`src/verilog/odu_mux_map.svh`:
```
// Frame geometry, overhead positions, justification codes and fifo limits
`ifndef ODU_MUX_MAP_SVH
`define ODU_MUX_MAP_SVH

// ----------------------------------------
// Frame geometry
// ----------------------------------------
`define FRAME_ROWS        3'h4
`define FRAME_COLS        12'hef0
`define FA_SPLIT_COL      12'h003
`define MFAS_COL          12'h007
`define OTU_OH_COL_FIRST  12'h008
`define OTU_OH_COL_LAST   12'h00e
`define OPU_OH_COL        12'h010
`define PAYLOAD_COL_FIRST 12'h011
`define JC_ROW_LAST       3'h3
`define NJO_ROW           3'h4

// ----------------------------------------
// Justification control codes
// ----------------------------------------
`define JC_NONE           2'h0
`define JC_NEG            2'h1
`define JC_POS            2'h3

// ----------------------------------------
// Fifo fill limits and sizes
// ----------------------------------------
`define FILL_LOW          4'h2
`define FILL_HIGH         4'h6
`define FIFO_DEPTH        8
`define TRIB_MAX          4
`define MSI_SLOTS         16
`define MSI_TYPE_ODU1     2'h0
`define MSI_TYPE_ODU2     2'h1

`endif

```
`src/verilog/odu_mux_pkg.sv`:
```
// Types shared by the tributary multiplexer
package odu_mux_pkg;
	typedef logic [11:0] col_t;
	typedef logic [2:0]  row_t;
	typedef logic [7:0]  msi_byte_t;

	typedef enum logic [4:0] {
		MODE_MUX_4X1       = 5'h01,
		MODE_MUX_2X0       = 5'h02,
		MODE_MAP_ASYNC     = 5'h04,
		MODE_MAP_BITSYNC   = 5'h08,
		MODE_MAP_FRAMESYNC = 5'h10
	} mode_e;

	typedef struct packed {
		logic       sof;
		logic [7:0] data;
	} trib_byte_s;

	typedef struct packed {
		logic       sof;
		row_t       row;
		col_t       col;
		logic [7:0] data;
	} line_byte_s;
endpackage

```
`src/verilog/odu_tributary_multiplexer.sv`:
```
// Tributary multiplexer: per-tributary fifos, justification, frame build, slot identifiers
`timescale 1ns/100ps
`include "odu_mux_map.svh"

// ----------------------------------------
// Fall-through fifo
// ----------------------------------------
module odu_mux_fifo #(
	parameter int WIDTH = 9,
	parameter int DEPTH = `FIFO_DEPTH
) (
	// Clock and reset
	input  wire logic                     mclk,
	input  wire logic                     rst_n,
	// Fill side
	input  wire logic                     in_valid,
	output logic                          in_ready,
	input  wire logic [WIDTH-1:0]         in_data,
	// Drain side
	output logic                          out_valid,
	input  wire logic                     out_ready,
	output logic [WIDTH-1:0]              out_data,
	output logic [$clog2(DEPTH):0]        fill
);
	localparam int AW = $clog2(DEPTH);

	logic [WIDTH-1:0] mem [DEPTH];
	logic [AW-1:0]    wr_ptr_reg;
	logic [AW-1:0]    rd_ptr_reg;
	logic [AW:0]      count_reg;
	logic [AW:0]      count_next;
	logic             ready_reg;
	logic             valid_reg;
	logic             push;
	logic             pop;

	assign push      = in_valid && ready_reg;
	assign pop       = out_ready && valid_reg;
	assign in_ready  = ready_reg;
	assign out_valid = valid_reg;
	assign out_data  = mem[rd_ptr_reg];
	assign fill      = count_reg;

	always_comb begin
		count_next = count_reg;
		if (push && !pop) begin
			count_next = count_reg + (AW+1)'(1);
		end else if (pop && !push) begin
			count_next = count_reg - (AW+1)'(1);
		end
	end

	always_ff @(posedge mclk) begin
		if (push) begin
			mem[wr_ptr_reg] <= in_data;
		end
	end

	// Explicit wrap keeps non power-of-two depths correct
	always_ff @(posedge mclk) begin
		if (!rst_n) begin
			wr_ptr_reg <= '0;
			rd_ptr_reg <= '0;
		end else begin
			if (push) begin
				wr_ptr_reg <= (wr_ptr_reg == AW'(DEPTH-1)) ? '0 : wr_ptr_reg + AW'(1);
			end
			if (pop) begin
				rd_ptr_reg <= (rd_ptr_reg == AW'(DEPTH-1)) ? '0 : rd_ptr_reg + AW'(1);
			end
		end
	end

	always_ff @(posedge mclk) begin
		if (!rst_n) begin
			count_reg <= '0;
			ready_reg <= 1'b1;
			valid_reg <= 1'b0;
		end else begin
			count_reg <= count_next;
			ready_reg <= (count_next != (AW+1)'(DEPTH));
			valid_reg <= (count_next != '0);
		end
	end
endmodule

// ----------------------------------------
// Multiplexer top
// ----------------------------------------
module odu_tributary_multiplexer #(
	parameter int         FIFO_DEPTH = `FIFO_DEPTH,
	parameter logic [7:0] FA_FIRST   = 8'ha5,
	parameter logic [7:0] FA_SECOND  = 8'h5a
) (
	// Clock and reset
	input  wire logic                                  mclk,
	input  wire logic                                  rst_n,
	// Configuration
	input  wire odu_mux_pkg::mode_e                    mode,
	input  wire logic [3:0]                            odu2_grp_en,
	input  wire logic [3:0][5:0]                       odu2_port,
	// Tributaries
	input  wire logic [`TRIB_MAX-1:0]                  trib_valid,
	output logic [`TRIB_MAX-1:0]                       trib_ready,
	input  wire odu_mux_pkg::trib_byte_s [`TRIB_MAX-1:0] trib_in,
	// Line
	input  wire logic                                  line_take,
	output logic                                       line_valid,
	output odu_mux_pkg::line_byte_s                    line_out,
	// Status
	output odu_mux_pkg::msi_byte_t [`MSI_SLOTS-1:0]    msi,
	output logic [`TRIB_MAX-1:0]                       underflow
);
	import odu_mux_pkg::*;

	localparam int FW = $clog2(FIFO_DEPTH) + 1;

	mode_e                  mode_reg;
	row_t                   row_reg;
	col_t                   col_reg;
	logic [7:0]             mfas_reg;
	logic [1:0]             just_reg;
	logic                   line_valid_reg;
	line_byte_s             line_out_reg;
	logic [`TRIB_MAX-1:0]   underflow_reg;
	msi_byte_t [`MSI_SLOTS-1:0] msi_reg;

	trib_byte_s             head [`TRIB_MAX];
	logic [FW-1:0]          fill [`TRIB_MAX];
	logic [`TRIB_MAX-1:0]   head_valid;
	logic [`TRIB_MAX-1:0]   pop_vec;
	logic [1:0]             mask;
	logic [1:0]             jtrib;
	logic [1:0]             sel_trib;
	logic                   sel_pop;
	logic [7:0]             sel_data;
	col_t                   pcol;
	logic                   frame_start;
	logic                   hold;
	logic                   advance;

	// ----------------------------------------
	// Tributary intake
	// ----------------------------------------
	genvar t;
	for (t = 0; t < `TRIB_MAX; t++) begin : g_trib
		row_t       trow_reg;
		col_t       tcol_reg;
		row_t       trow;
		col_t       tcol;
		trib_byte_s wr;
		logic       push;

		assign trow = trib_in[t].sof ? 3'h1 : trow_reg;
		assign tcol = trib_in[t].sof ? 12'h001 : tcol_reg;
		assign push = trib_valid[t] && trib_ready[t];

		// Alignment bytes pass, OTU overhead bytes are blanked
		always_comb begin
			wr = trib_in[t];
			if (trow == 3'h1 && tcol >= `OTU_OH_COL_FIRST && tcol <= `OTU_OH_COL_LAST) begin
				wr.data = 8'h00;
			end
		end

		always_ff @(posedge mclk) begin
			if (!rst_n) begin
				trow_reg <= 3'h1;
				tcol_reg <= 12'h001;
			end else if (push) begin
				if (tcol == `FRAME_COLS) begin
					tcol_reg <= 12'h001;
					trow_reg <= (trow == `FRAME_ROWS) ? 3'h1 : trow + 3'h1;
				end else begin
					tcol_reg <= tcol + 12'h001;
					trow_reg <= trow;
				end
			end
		end

		// Fifo absorbs the rate difference that justification corrects
		odu_mux_fifo #(
			.WIDTH ($bits(trib_byte_s)),
			.DEPTH (FIFO_DEPTH)
		) u_fifo (
			.mclk      (mclk),
			.rst_n     (rst_n),
			.in_valid  (trib_valid[t]),
			.in_ready  (trib_ready[t]),
			.in_data   (wr),
			.out_valid (head_valid[t]),
			.out_ready (pop_vec[t]),
			.out_data  (head[t]),
			.fill      (fill[t])
		);
	end

	// ----------------------------------------
	// Server frame position
	// ----------------------------------------
	always_comb begin
		case (mode_reg)
			MODE_MUX_4X1: mask = 2'h3;
			MODE_MUX_2X0: mask = 2'h1;
			default:      mask = 2'h0;
		endcase
	end

	assign jtrib       = mfas_reg[1:0] & mask;
	assign frame_start = (row_reg == 3'h1) && (col_reg == 12'h001);
	assign pcol        = col_reg - `PAYLOAD_COL_FIRST;
	// In frame-sync mode the frame waits until the tributary frame start heads its fifo
	assign hold        = (mode_reg == MODE_MAP_FRAMESYNC) && frame_start &&
			     !(head_valid[0] && head[0].sof);
	assign advance     = line_take && !hold;

	always_ff @(posedge mclk) begin
		if (!rst_n) begin
			row_reg  <= 3'h1;
			col_reg  <= 12'h001;
			mfas_reg <= 8'h00;
			mode_reg <= MODE_MUX_4X1;
		end else if (advance) begin
			if (col_reg == `FRAME_COLS) begin
				col_reg <= 12'h001;
				if (row_reg == `FRAME_ROWS) begin
					row_reg  <= 3'h1;
					mfas_reg <= mfas_reg + 8'h01;
					// Mode only changes on a frame boundary
					mode_reg <= mode;
				end else begin
					row_reg <= row_reg + 3'h1;
				end
			end else begin
				col_reg <= col_reg + 12'h001;
			end
		end
	end

	// ----------------------------------------
	// Justification decision per frame
	// ----------------------------------------
	always_ff @(posedge mclk) begin
		if (!rst_n) begin
			just_reg <= `JC_NONE;
		end else if (advance && frame_start) begin
			if (mode_reg == MODE_MAP_BITSYNC || mode_reg == MODE_MAP_FRAMESYNC) begin
				just_reg <= `JC_NONE;
			end else if (fill[jtrib] < `FILL_LOW) begin
				just_reg <= `JC_POS;
			end else if (fill[jtrib] > `FILL_HIGH) begin
				just_reg <= `JC_NEG;
			end else begin
				just_reg <= `JC_NONE;
			end
		end
	end

	// ----------------------------------------
	// Byte selection
	// ----------------------------------------
	always_comb begin
		sel_trib = 2'h0;
		sel_pop  = 1'b0;
		sel_data = 8'h00;
		if (row_reg == 3'h1 && col_reg <= `MFAS_COL) begin
			if (col_reg <= `FA_SPLIT_COL) begin
				sel_data = FA_FIRST;
			end else if (col_reg < `MFAS_COL) begin
				sel_data = FA_SECOND;
			end else begin
				sel_data = mfas_reg;
			end
		end else if (col_reg < `OPU_OH_COL) begin
			sel_data = 8'h00;
		end else if (col_reg == `OPU_OH_COL) begin
			if (row_reg <= `JC_ROW_LAST) begin
				sel_data = {6'h00, just_reg};
			end else if (just_reg == `JC_NEG) begin
				sel_trib = jtrib;
				sel_pop  = 1'b1;
			end
		end else begin
			sel_trib = pcol[1:0] & mask;
			// First byte of the owning tributary in row 4 is the stuff slot
			if (!(row_reg == `NJO_ROW && just_reg == `JC_POS &&
			      sel_trib == jtrib && pcol <= {10'h000, mask})) begin
				sel_pop = 1'b1;
			end
		end
		if (sel_pop && head_valid[sel_trib]) begin
			sel_data = head[sel_trib].data;
		end
	end

	// Frame-sync slip: bytes ahead of the tributary frame start are dropped, else the hold never ends
	assign pop_vec = (advance && sel_pop) ? (4'h1 << sel_trib) :
			 {3'h0, hold && head_valid[0]};

	// ----------------------------------------
	// Line output
	// ----------------------------------------
	always_ff @(posedge mclk) begin
		if (!rst_n) begin
			line_valid_reg <= 1'b0;
			line_out_reg   <= '0;
			underflow_reg  <= '0;
		end else begin
			line_valid_reg <= advance;
			// An empty fifo gives a zero byte rather than stalling the line
			underflow_reg  <= pop_vec & ~head_valid;
			if (advance) begin
				line_out_reg <= '{sof: frame_start, row: row_reg, col: col_reg,
						  data: sel_data};
			end
		end
	end

	// ----------------------------------------
	// Slot identifier bytes
	// ----------------------------------------
	genvar s;
	for (s = 0; s < `MSI_SLOTS; s++) begin : g_msi
		always_ff @(posedge mclk) begin
			if (!rst_n) begin
				msi_reg[s] <= {`MSI_TYPE_ODU1, 6'(s)};
			end else if (odu2_grp_en[s % 4]) begin
				msi_reg[s] <= {`MSI_TYPE_ODU2, odu2_port[s % 4]};
			end else begin
				msi_reg[s] <= {`MSI_TYPE_ODU1, 6'(s)};
			end
		end
	end

	assign line_valid = line_valid_reg;
	assign line_out   = line_out_reg;
	assign underflow  = underflow_reg;
	assign msi        = msi_reg;
endmodule

```
`config.mk`:
```
export PLATFORM = sky130hd
export DESIGN_NAME = odu_tributary_multiplexer
export DESIGN_NICKNAME = d
export VERILOG_FILES = /design/src/verilog/odu_mux_pkg.sv /design/src/verilog/odu_tributary_multiplexer.sv
export VERILOG_INCLUDE_DIRS = /design/src /design/src/verilog
export SDC_FILE = /design/constraint.sdc
export NUM_CORES = 1
export LEC_CHECK = 0
export BUFFER_PORTS_ARGS = -buffer_cell sky130_fd_sc_hd__buf_2
export CORE_MARGIN = 8
export CORE_UTILIZATION = 55
export CTS_BUF_LIST = sky130_fd_sc_hd__clkbuf_8
export DETAILED_ROUTE_END_ITERATION = 8
export GPL_TIMING_DRIVEN = 0
export PLACE_DENSITY_LB_ADDON = 0.08
export SETUP_SLACK_MARGIN = 0.5
export SLEW_MARGIN = 20
export SYNTH_ARGS = -nofsm -noshare
export SYNTH_HDL_FRONTEND = slang
export SYNTH_SLANG_ARGS = --single-unit
```
`constraint.sdc`:
```
create_clock -name mclk -period 5.3 [get_ports mclk]
set_input_delay 0.53 -clock mclk [delete_from_list [all_inputs] [get_ports mclk]]
set_output_delay 0.53 -clock mclk [all_outputs]
set_load 0.05 [all_outputs]
```
# Yosys cells after proc, flatten, opt, wreduce, memory -nomap -nowiden

Memory sizes are Yosys's and may differ from the RTL's. A register that Yosys moved wholly into a read port is not among the register bits.
Cells that the tools add are included.

Flip-flop bits (word level): 295
Memory bits (writable): 288
Word-level logic and storage cells: 328
Memories: 4

Memories:

| name                 | words | bits a word | read ports | clocked after Yosys merged registers in | wr ports | line                            | source |
|---|---|---|---|---|---|---|---|
| g_trib[0].u_fifo.mem | 8     | 9           | 1          | 1                                       | 1        | odu_tributary_multiplexer.sv:27 | `logic [WIDTH-1:0] mem [DEPTH];` |
| g_trib[1].u_fifo.mem | 8     | 9           | 1          | 1                                       | 1        | odu_tributary_multiplexer.sv:27 |  |
| g_trib[2].u_fifo.mem | 8     | 9           | 1          | 1                                       | 1        | odu_tributary_multiplexer.sv:27 |  |
| g_trib[3].u_fifo.mem | 8     | 9           | 1          | 1                                       | 1        | odu_tributary_multiplexer.sv:27 |  |

Add/subtract/negate cells: 28
Magnitude comparators: 19
Eq/ne operators: 36
Shift-type cells: 1
Multiplexer cells: 105
Bitwise logic cells: 6
Reductions and logical operators: 58

Operators by type and width:

| cell                  | number |
|---|---|
| $mux 7                | 16 |
| $mux 12               | 9 |
| $mux 3                | 29 |
| $mux 8                | 10 |
| $add 12x1->12 const B | 5 |
| $eq 12x12->1 const B  | 5 |
| $ge 12x4->1 const B   | 4 |
| $le 12x4->1 const B   | 4 |
| $mux 4                | 11 |
| $add 3x1->3 const B   | 13 |
| $eq 3x3->1 const B    | 13 |
| $logic_and 1x1->1     | 37 |
| $mux 2                | 10 |
| $bmux 9 s2            | 1 |
| $add 4x1->4 const B   | 4 |
| $mux 1                | 16 |
| $ne 4x4->1 const B    | 4 |
| $reduce_bool 4->1     | 4 |
| $sub 4x1->4 const B   | 4 |
| $eq 3x1->1 const B    | 5 |
| $eq 12x1->1 const B   | 1 |
| $eq 12x5->1 const B   | 1 |
| $le 12x2->1           | 1 |
| $le 12x2->1 const B   | 1 |
| 29 further kinds      | 45 |

# Depth between registers and ports, before layout

Gate-level depths: netlist of the first run.

Word-level depth: 17
Depth in mapped cells: 13
Mapped depth without buffers: 12

# Hierarchy

Synthesis of the first run repeated with hierarchy kept, for this count alone.

Cell total of the unflattened synthesis: 1,923
Area total of the unflattened synthesis: 23,377.4 um^2

By module, submodules not included:

| module                              | instances | cells an instance | area each (um^2) |
|---|---|---|---|
| odu_tributary_multiplexer           | 1         | 1,157             | 9,323.9 |
| odu_mux_fifo (g_trib[0].u_fifo ...) | 2         | 195               | 3,544.6 |
| odu_mux_fifo (g_trib[3].u_fifo)     | 1         | 189               | 3,484.6 |
| odu_mux_fifo (g_trib[1].u_fifo)     | 1         | 187               | 3,479.6 |

# Least setup slack after synthesis of the first run

Ideal clock, no wire load.

Path kind: register -> register
Start point: register mode_reg[4]
End point: register g_trib[3].u_fifo.ready_reg
Library setup time: 134 ps
Data arrival time: 3,790 ps
Required time: 5,166 ps
Path slack: 1,376 ps
Stages on the path, launching flop included: 13
Buffers on the path: 2
Period minus slack after synthesis: 3,924 ps
Cells stage by stage: dfxtp_1 or3_1 clkbuf_1 nor2_1 ha_1 o22ai_1 or4b_2 nor4_2 or2_2 buf_2 mux2i_1 xor2_1 or4b_1

Word-level cells in the longest chain between the ends: 17
Elaborated cells between the ends (all ways): 33

RTL lines:

| item                                                 | line                                                             | source |
|---|---|---|
| start, declared                                      | odu_tributary_multiplexer.sv:118                                 | `mode_e mode_reg;` |
| start signal, assigned                               | odu_tributary_multiplexer.sv:230                                 | `mode_reg <= mode;` |
| branches (longest 11 deep; another with $le 12x2->1) | --                                                               |  |
| $mux 4 *                                             | odu_tributary_multiplexer.sv:297                                 | `assign pop_vec = (advance && sel_pop) ? (4'h1 << sel_trib) :` |
| $logic_and 1x1->1 *                                  | odu_tributary_multiplexer.sv:38                                  | `assign pop = out_ready && valid_reg;` |
| $logic_and 1x1->1 or $logic_not 1->1 (tied branches) | odu_tributary_multiplexer.sv:48, odu_tributary_multiplexer.sv:46 |  |
| $mux 4 or $logic_and 1x1->1 (tied branches)          | odu_tributary_multiplexer.sv:48, odu_tributary_multiplexer.sv:46 |  |
| $mux 4 *                                             | odu_tributary_multiplexer.sv:46                                  | `if (push && !pop) begin` |
| $ne 4x4->1 *                                         | odu_tributary_multiplexer.sv:81                                  | `ready_reg <= (count_next != (AW+1)'(DEPTH));` |
| end signal, assigned                                 | odu_tributary_multiplexer.sv:81                                  |  |
| end, declared                                        | odu_tributary_multiplexer.sv:32                                  | `logic ready_reg;` |

Mark *: on every way between the ends.
A chain may end at the register's enable or synchronous reset.

# Final worst setup path of the first run

Start point: register col_reg[0]
End point: register g_trib[2].u_fifo.ready_reg

Word-level cells in the longest chain between the ends: 16
Elaborated cells between the ends (all ways): 33

RTL lines:

| item                                                   | line                                                             | source |
|---|---|---|
| start, declared                                        | odu_tributary_multiplexer.sv:120                                 | `col_t col_reg;` |
| start signal, assigned                                 | odu_tributary_multiplexer.sv:235                                 | `col_reg <= col_reg + 12'h001;` |
| branches (longest 10 deep; another with $sub 12x5->12) | --                                                               |  |
| $mux 4 *                                               | odu_tributary_multiplexer.sv:297                                 |  |
| $logic_and 1x1->1 *                                    | odu_tributary_multiplexer.sv:38                                  |  |
| $logic_and 1x1->1 or $logic_not 1->1 (tied branches)   | odu_tributary_multiplexer.sv:48, odu_tributary_multiplexer.sv:46 |  |
| $mux 4 or $logic_and 1x1->1 (tied branches)            | odu_tributary_multiplexer.sv:48, odu_tributary_multiplexer.sv:46 |  |
| $mux 4 *                                               | odu_tributary_multiplexer.sv:46                                  |  |
| $ne 4x4->1 *                                           | odu_tributary_multiplexer.sv:81                                  |  |
| end signal, assigned                                   | odu_tributary_multiplexer.sv:81                                  |  |
| end, declared                                          | odu_tributary_multiplexer.sv:32                                  |  |

Marks and branches as above.

==> results of run 1 <==
-- power by group --
group / internal [mW] / switching, mW
Sequential: 4.01 / 0.0657
Combinational: 0.237 / 0.496
Clock: 1.69 / 1.53
-- cells in the mapped netlist, drive strengths merged, types with 25 or more instances --
library cell,instances
mux2i,60
ha,57
buf,114
inv,45
nand2,125
clkbuf,70
nand3,43
mux4,66
o21ai,54
edfxtp,264
nor2b,33
a21oi,94
and2,38
nor2,165
and3,34
nand2b,26
dfxtp,215
nor3,58
a211oi,25
-- through the flow --
stage / cells / util, %
4_1_cts: 2774 / 64.4
6_report: 2774 / 64.4
5_1_grt: 2774 / 64.4
3_5_place_dp: 2626 / 60.4
3_3_place_gp: 2613 / 59.8
2_1_floorplan: 1869 / -
-- worst paths after layout --
| path | startpoint | to | slack, ns | depth (start not counted) |
|---|---|---|---|---|
| max reg2reg | col_reg[0] | g_trib[2].u_fifo.in_ready | 0.70 | 11 |
| min reg2reg | g_trib[1].tcol_reg[1] | g_trib[1].tcol_reg[1] | 0.45 | 2 |
| min | odu2_port[18] | msi[24] | 0.07 | 2 |
| max | col_reg[0] | g_trib[2].u_fifo.in_ready | 0.70 | 11 |
-- cell type report --
class | instances | area share (%)
Sequential cell | 479 | 48.2
Multi-Input combinational cell | 1161 | 33.2
Clock buffer | 91 | 4.94
Timing Repair Buffer | 232 | 4.71
Buffer | 184 | 4.29
Tap cell | 525 | 2.59
Clock inverter | 57 | 1.33
Inverter | 45 | 0.666
-- cells by family (layout without fill, tap and decap cells) --
family / after synthesis / count (layout) / share of synthesized area, %
other: 1 / 16 / 0.0173
adder cells (fa/ha/maj): 59 / 59 / 3.38
flip-flops: 479 / 479 / 56.3
buffers and inverters: 229 / 609 / 5.79
multiplexers: 128 / 128 / 9.71
AND/OR/NAND/NOR: 656 / 656 / 15.6
AO/OA/AOI/OAI: 263 / 263 / 7.66
XOR/XNOR: 39 / 39 / 1.57
-- worst max-delay path, delay by kind of cell (launching register included) --
kind                       cells  cell delay [ns]
AOI/OAI and AO/OA              2             0.50
xor gates and xnor gates       1             0.21
buffers and inverters          2             0.29
DFF                            1             0.53
adders and majority gates      2             0.69
and+or+nand+nor                4             2.20
-- layer usage --
metal  global-route usage [%]  vias to the layer above  wire (um)
met5                        0                        -         13
met4                     8.96                        2       1690
met2                     38.8                      585      26800
li1                         -                     7346          -
met1                     30.9                     7542      23500
met3                     4.86                      124       3870
-- timing repair --
item | 4_1_cts | 5_1_grt
resized for setup | 0 | 1
hold endpoints to repair | 0 | 0
setup endpoints to repair | 0 | 1
==> impl_metrics.toml, run 1 <==
[clocking]
path_clk_slew_ns = 0.08
postCtsSetupBuffers = 0
cts.path.max_buffers = 3
cts_buffers = 80
cts_hold_buf = 0
cts_sinks = 479
h-tree-depth = 3
insertion_delay_ns = 0.65
cts_tree = "built"
cts-root-buf = "clkbuf_8"

[timing]
timing.final.crit_period_ns = 4.60
finalHoldViolations = 0
drv_slew = 0
tightest_slew_ns = 1.11
fin_crit_sh_pct = 86.8
holdWs_ns = 0.0654
clock-skew-final_ns = 0.0261
timing.fmax_mhz = 217
final-setup-viol-count = 0
setup_tns_ns = 0
max_slew_margin_pct = 25.6
fin_ws_ns = 0.698
rsz0062_at_grt = "yes"

[detailed_routing]
drc = 0
viasPerCell = 5.62
drt_wl_total_um = 55900
drtIter0Drc = 1325
via_count = 15600
antenna_left = 0
wire_per_inst_um = 20.1
firstDrtPassIters = 6

[final_layout]
multiInputGateArea_um2 = 8430
fill_cells = 3106
drive_gt1_share_pct = 25.7
seqCellArea_um2 = 12200
antenna_cells = 0
postLayoutCellArea_um2 = 25400
final_common_cell = "edfxtp_1"
nets = 2316
area_delta_synth_final_pct = 16.8
final_cell_mix = "edfxtp_1 (264), buf_2 (226), dfxtp_1 (215)"
largest_register_ffs = 264

[placement]
place_congestion = 0.908
port_buffers = 219
place_hpwl_um = 40300
place_ws_ns = 0.755
placed_area_um2 = 23800

[power]
p_per_area_nw_per_um2 = 317
vdd_drop_max_v = 0.000276
fin_total_pwr_mw = 8.03
cellLeakagePower_nw = 9.89

[critical_path]
cp_cell_sequence = "inv_1 > ha_1 > inv_1 > ha_1 > o22ai_1 > or4b_2 > nor4_4 > nor3_2 > xnor2_1 > o221a_1 > or4b_1"
arrival_ns = 5.09
slowest_delay_ns = 0.72
cp_data_required_time_ns = 5.79
cp-end-kind = "flip-flop"
path_max_fanout = 10
cp-start-kind = "flip-flop"
slowest_stage = "nor4_4"
setup.worst_path.class = "flip-flop to flip-flop"

[logic_synthesis]
yosysWarnings = 0
synth_ff_type = "edfxtp_1"
netlist.area_leader.share_pct = 36.5
syn_inst = 1854
synth_area_leader_cell = "edfxtp_1"
async_flop_share_pct = 0
syn_area_per_cell_um2 = 11.7
syn_area_um2 = 21700
ys_seq_elements = 479
ys_seq_area_share_pct = 56.3
synth-edff-count = 264
synth_area_leaders = "edfxtp_1 (36%), dfxtp_1 (20%), mux4_2 (6.8%)"
synth_cell_types = 76

[floorplanning]
num_rows = 73
floorplan.initialDensity_pct = 55.2
die_h_um = 215
ios = 237
die_area_um2 = 46100
die_w_um = 215
core_um2 = 39400

[grt]
grt_overflow = 0
antenna_found_initial = 2
grt_pass1_wl_um = 86600
grt_usage_pct = 23.7
grt_max_degree = 13
grt_pass1_vias = 15300

[status]
outcome = "complete, no violations"

[min_path]
hp-class = "input port to flip-flop"

[flow_run]
drv_cap = 0
Power figures use the tool's default switching activity.
==> run 2: changes to the inputs <==
Settings changed: SYNTH_HIERARCHICAL set to 1.
==> run 2 against run 1 <==
Net effect:
- maximum frequency rose by 7.9%
- cell count rose by 1.4%
- global-route usage fell by 1.4 points
- largest cell class unchanged
==> impl_metrics.toml, run 2 <==
[status]
outcome = "complete, no violations"

[floorplanning]
num_rows = 74
die_h_um = 218
ios = 237
die_w_um = 218
floorplan.initialDensity_pct = 55.4
core_um2 = 40600
die_area_um2 = 47600

[clocking]
path_clk_slew_ns = 0.06
cts_hold_buf = 0
cts.path.max_buffers = 3
cts-resized-gates = 0
cts_buffers = 81
cts_tree = "built"
postCtsSetupBuffers = 0
cts_sinks = 479
cts-root-buf = "clkbuf_8"
insertion_delay_ns = 0.62
h-tree-depth = 3

[timing]
setup_tns_ns = 0
fin_crit_sh_pct = 80.5
tightest_slew_ns = 1.06
finalHoldViolations = 0
rsz0062_at_grt = "no"
drv_slew = 0
timing.final.crit_period_ns = 4.27
clock-skew-final_ns = 0.0208
final-setup-viol-count = 0
max_slew_margin_pct = 29.1
holdWs_ns = 0.109
timing.fmax_mhz = 234

[final_layout]
drive_gt1_share_pct = 24.5
final_common_cell = "edfxtp_1"
final_cell_mix = "edfxtp_1 (264), buf_2 (233), dfxtp_1 (215)"
multiInputGateArea_um2 = 8980
antenna_cells = 0
postLayoutCellArea_um2 = 26200
fill_cells = 3190
fin_cells = 2814
area_delta_synth_final_pct = 16.4
largest_register_ffs = 264
nets = 2348
seqCellArea_um2 = 12200

[placement]
place_hpwl_um = 39800
place_congestion = 0.912
placed_area_um2 = 24500
port_buffers = 219
dp.cells = 2664

[detailed_routing]
viasPerCell = 5.59
antenna_left = 0
wire_per_inst_um = 19.3
drc = 0
via_count = 15700
drt_wl_total_um = 54400
firstDrtPassIters = 8
drtIter0Drc = 1102

[critical_path]
cp_data_required_time_ns = 5.80
slowest_stage = "o21ai_0"
cp-start-kind = "flip-flop"
cp-end-kind = "flip-flop"
crit_top_cell = "nand2_1"
cp_cell_sequence = "nor3_1 > nand3b_1 > inv_1 > ha_1 > nor2_1 > o22ai_1 > nand4_1 > nor4_1 > a31oi_2 > nand2_1 > o21ai_0 > nand2_1 > buf_2 > nor3b_1 > a21oi_1 > mux2i_1 > nand2_1"
setup.worst_path.class = "flip-flop to flip-flop"
arrival_ns = 4.77
slowest_delay_ns = 0.52
path_max_fanout = 10

[power]
switchingPower_mw = 1.97
p_per_area_nw_per_um2 = 311
pwr-share-comb_pct = 8.7
pwr-share-clk_pct = 41.2
p_seq_share_pct = 50.1
cellLeakagePower_nw = 10.2
switching_share_pct = 24.2
fin_total_pwr_mw = 8.13
p_int_mw = 6.16
vdd_drop_max_v = 0.000240

[logic_synthesis]
yosysWarnings = 6
syn_inst = 1890
syn_area_per_cell_um2 = 11.9
syn_area_um2 = 22500

[grt]
grt_overflow = 0
grt_usage_pct = 22.3
grt_pass1_wl_um = 83900
grt_pass1_vias = 15300
grt_max_degree = 21
antenna_found_initial = 1

[flow_run]
drv_cap = 0

[min_path]
hp-class = "input port to flip-flop"
-- run 2: area by class of cell --
| class | count | area share (%) |
|---|---|---|
| Sequential cell | 479 | 46.8 |
| Inverter | 52 | 0.746 |
| Multi-Input combinational cell | 1195 | 34.3 |
| Clock inverter | 52 | 1.32 |
| Tap cell | 532 | 2.55 |
| Clock buffer | 98 | 5.16 |
| Buffer | 179 | 4.70 |
| Timing Repair Buffer | 227 | 4.45 |
-- run 2: final timing paths --
path                  from                        end  slack [ns]  cells past startpoint
min          odu2_port[18]                    msi[24]        0.11                      2
max reg2reg    mode_reg[3]  g_trib[0].u_fifo/in_ready        1.03                     17
min reg2reg   line_out[13]               line_out[13]        0.46                      2
max            mode_reg[3]  g_trib[0].u_fifo/in_ready        1.03                     17
-- run 2: routing by layer --
layer	wire, um	share of wire, %	vias up	GRT usage [%]
met5	0	0	-	0
met3	3870	7.1	88	4.67
li1	-	-	7538	-
met1	22700	42	7565	28.4
met2	26500	49	540	37.9
met4	1250	2.3	0	7.14
-- run 2: stage by stage --
stage	util (%)	setup WS, ns
2_1_floorplan	-	1.83
3_3_place_gp	59.9	1.08
3_5_place_dp	60.3	1.04
4_1_cts	64.5	1.04
5_1_grt	64.5	0.547
6_report	64.5	1.03
-- run 2: power groups by stage --
| stage | registers (mW) | logic (mW) | clock network [mW] |
|---|---|---|---|
| final | 4.07 | 0.707 | 3.35 |
| after global routing | 4.08 | 0.763 | 3.61 |
| after CTS | 4.07 | 0.709 | 3.44 |
| after detailed placement | 4.15 | 0.707 | 0 |
| after global placement | 4.14 | 0.684 | 0 |
| after floorplan | 4.19 | 0.441 | 0 |
-- run 2: worst max-delay path, delay by kind of cell, from the launching register on --
family	cells	cell delay (ns)
buffers and inverters	2	0.33
AOI/OAI and AO/OA	4	1.25
muxes	1	0.25
DFF	1	0.35
and+or+nand+nor	9	1.71
adders and majority gates	1	0.25
==> run 3: changes to the inputs <==
Settings changed: ABC_AREA set to 1.
Clock period 5.3 ns to 3.69 ns, I/O delays scaled along.
==> run 3 against run 2 <==
Net effect:
- critical path depth up 5
- die area up 1.6%
- wire length up 12%
- critical endpoint is now g_trib[0].u_fifo/out_valid
- clock-buffer cell count down 3
- combinational power up 63%
- sequential share of layout area down 1.2 points
- largest power group unchanged
- area after synthesis up 1.8%
==> impl_metrics.toml, run 3 <==
[status]
outcome = "complete, no violations"

[detailed_routing]
firstDrtPassIters = 5
drc = 0
wire_per_inst_um = 17.4
drt_wl_total_um = 60800
via_count = 18700
viasPerCell = 5.35
antenna_left = 0
drtIter0Drc = 1596

[min_path]
hp-class = "input port to flip-flop"
hold_start = "trib_in[8]"

[final_layout]
fill_cells = 3385
antenna_cells = 0
postLayoutCellArea_um2 = 26900
final_common_cell = "nand2_1"
drive_gt1_share_pct = 21.8
area_delta_synth_final_pct = 17.5
largest_register_ffs = 264
final_cell_mix = "nand2_1 (459), nor2_1 (365), inv_1 (277)"
seqCellArea_um2 = 12200
fin_cells = 3503
nets = 3041
multiInputGateArea_um2 = 8430

[timing]
drv_slew = 0
timing.fmax_mhz = 331
rsz0062_at_grt = "no"
finalHoldViolations = 0
setup_tns_ns = 0
tightest_slew_ns = 0.951
timing.final.crit_period_ns = 3.02
final-setup-viol-count = 0
max_slew_margin_pct = 36.1
fin_crit_sh_pct = 81.9
clock-skew-final_ns = 0.0254

[grt]
grt_usage_pct = 24.4
grt_pass1_vias = 17900
grt_overflow = 0
grt_pass1_wl_um = 94200
grt_max_degree = 36
antenna_found_initial = 1

[critical_path]
cp-start-kind = "flip-flop"
worst-path-buf-inv = 5
arrival_ns = 3.54
crit_family = "simple AND/OR/NAND/NOR gates"
cp-end-kind = "flip-flop"
crit_top_cell = "nand2_1"
cp_cell_sequence = "buf_2 > buf_2 > o32ai_1 > nand2_1 > nand2_1 > a21oi_2 > nand2_2 > nand2_4 > clkinvlp_4 > buf_4 > nand4_1 > nand2_1 > nand2_4 > buf_4 > nor2_2 > nand2_1 > nand2_1 > nand2_1 > nand2_1 > nand2_1 > nand2_1 > nand2_1"
slowest_delay_ns = 0.29
slowest_stage = "dfxtp_1"
setup.worst_path.class = "flip-flop to flip-flop"
cp_data_required_time_ns = 4.20
path_max_fanout = 10

[clocking]
h-tree-depth = 3
insertion_delay_ns = 0.64
cts_buffers = 81
cts.path.max_buffers = 3
path_clk_slew_ns = 0.06
cts_tree = "built"
cts_sinks = 479
cts-root-buf = "clkbuf_8"

[placement]
place_congestion = 0.893
place_hpwl_um = 44200
port_buffers = 219
dp.cells = 3309
placed_area_um2 = 24700

[floorplanning]
die_w_um = 220
ios = 237
core_um2 = 40900
num_rows = 74
die_area_um2 = 48300
die_h_um = 220
floorplan.initialDensity_pct = 55.9

[logic_synthesis]
yosysWarnings = 6
syn_inst = 2543
syn_area_um2 = 22900
syn_area_per_cell_um2 = 8.99

[power]
vdd_drop_max_v = 0.000268
p_per_area_nw_per_um2 = 440
cellLeakagePower_nw = 11.6

[flow_run]
drv_cap = 0
run 3: repair_timing:
| action | CTS | global route |
|---|---|---|
| pin swaps | 0 | 12 |
| hold buffers | 26 | 0 |
| buffers inserted | 2 | 19 |
| hold endpoints to repair | 34 | 0 |
| cloned | 0 | 1 |
| resized for setup | 15 | 30 |
| endpoints found under the setup margin | 17 | 15 |
run 3: path summary, 6_finish.rpt:
check / slack [ns] / cells past startpoint / endpoint
min: 0.07 / 1 / g_trib[0].u_fifo/mem[0][8]
max reg2reg: 0.67 / 22 / g_trib[0].u_fifo/out_valid
min reg2reg: 0.47 / 2 / g_trib[0].tcol_reg[11]
max: 0.67 / 22 / g_trib[0].u_fifo/out_valid
run 3: where the power goes:
group / switching (mW) / internal [mW] / total (mW)
registers: 0.103 / 5.79 / 5.90
clock network: 2.15 / 2.63 / 4.78
logic: 0.812 / 0.336 / 1.15
run 3: per-stage QoR:
stage | setup slack [ns] | power [mW] | utilization (%) | hold WS, ns
4_1_cts | 0.500 | 11.9 | 65.1 | 0.0123
3_3_place_gp | 0.0638 | 7.08 | 60.3 | 0.453
2_1_floorplan | 0.891 | 6.77 | - | 0.437
5_1_grt | 0.486 | 12.3 | 65.6 | 0.0536
6_report | 0.667 | 11.8 | 65.6 | 0.0685
3_5_place_dp | 0.00538 | 7.11 | 60.3 | 0.456
run 3: area by class of cell:
type	count	area share (%)
well taps	532	2.48
inverters	291	4.25
flip-flops and latches	479	45.6
clock inverters	51	1.24
clock buffers	95	4.87
plain buffers	174	4.58
multi-input cells	1614	31.4
repair buffers	267	5.65
run 3: routing by layer:
layer	vias to the layer above	share of wire, %	track usage (%)
li1	9149	-	-
met1	8894	43	32.9
met2	586	48	40.2
met3	97	6.4	4.07
met4	2	1.9	6.94
met5	-	0.018	0
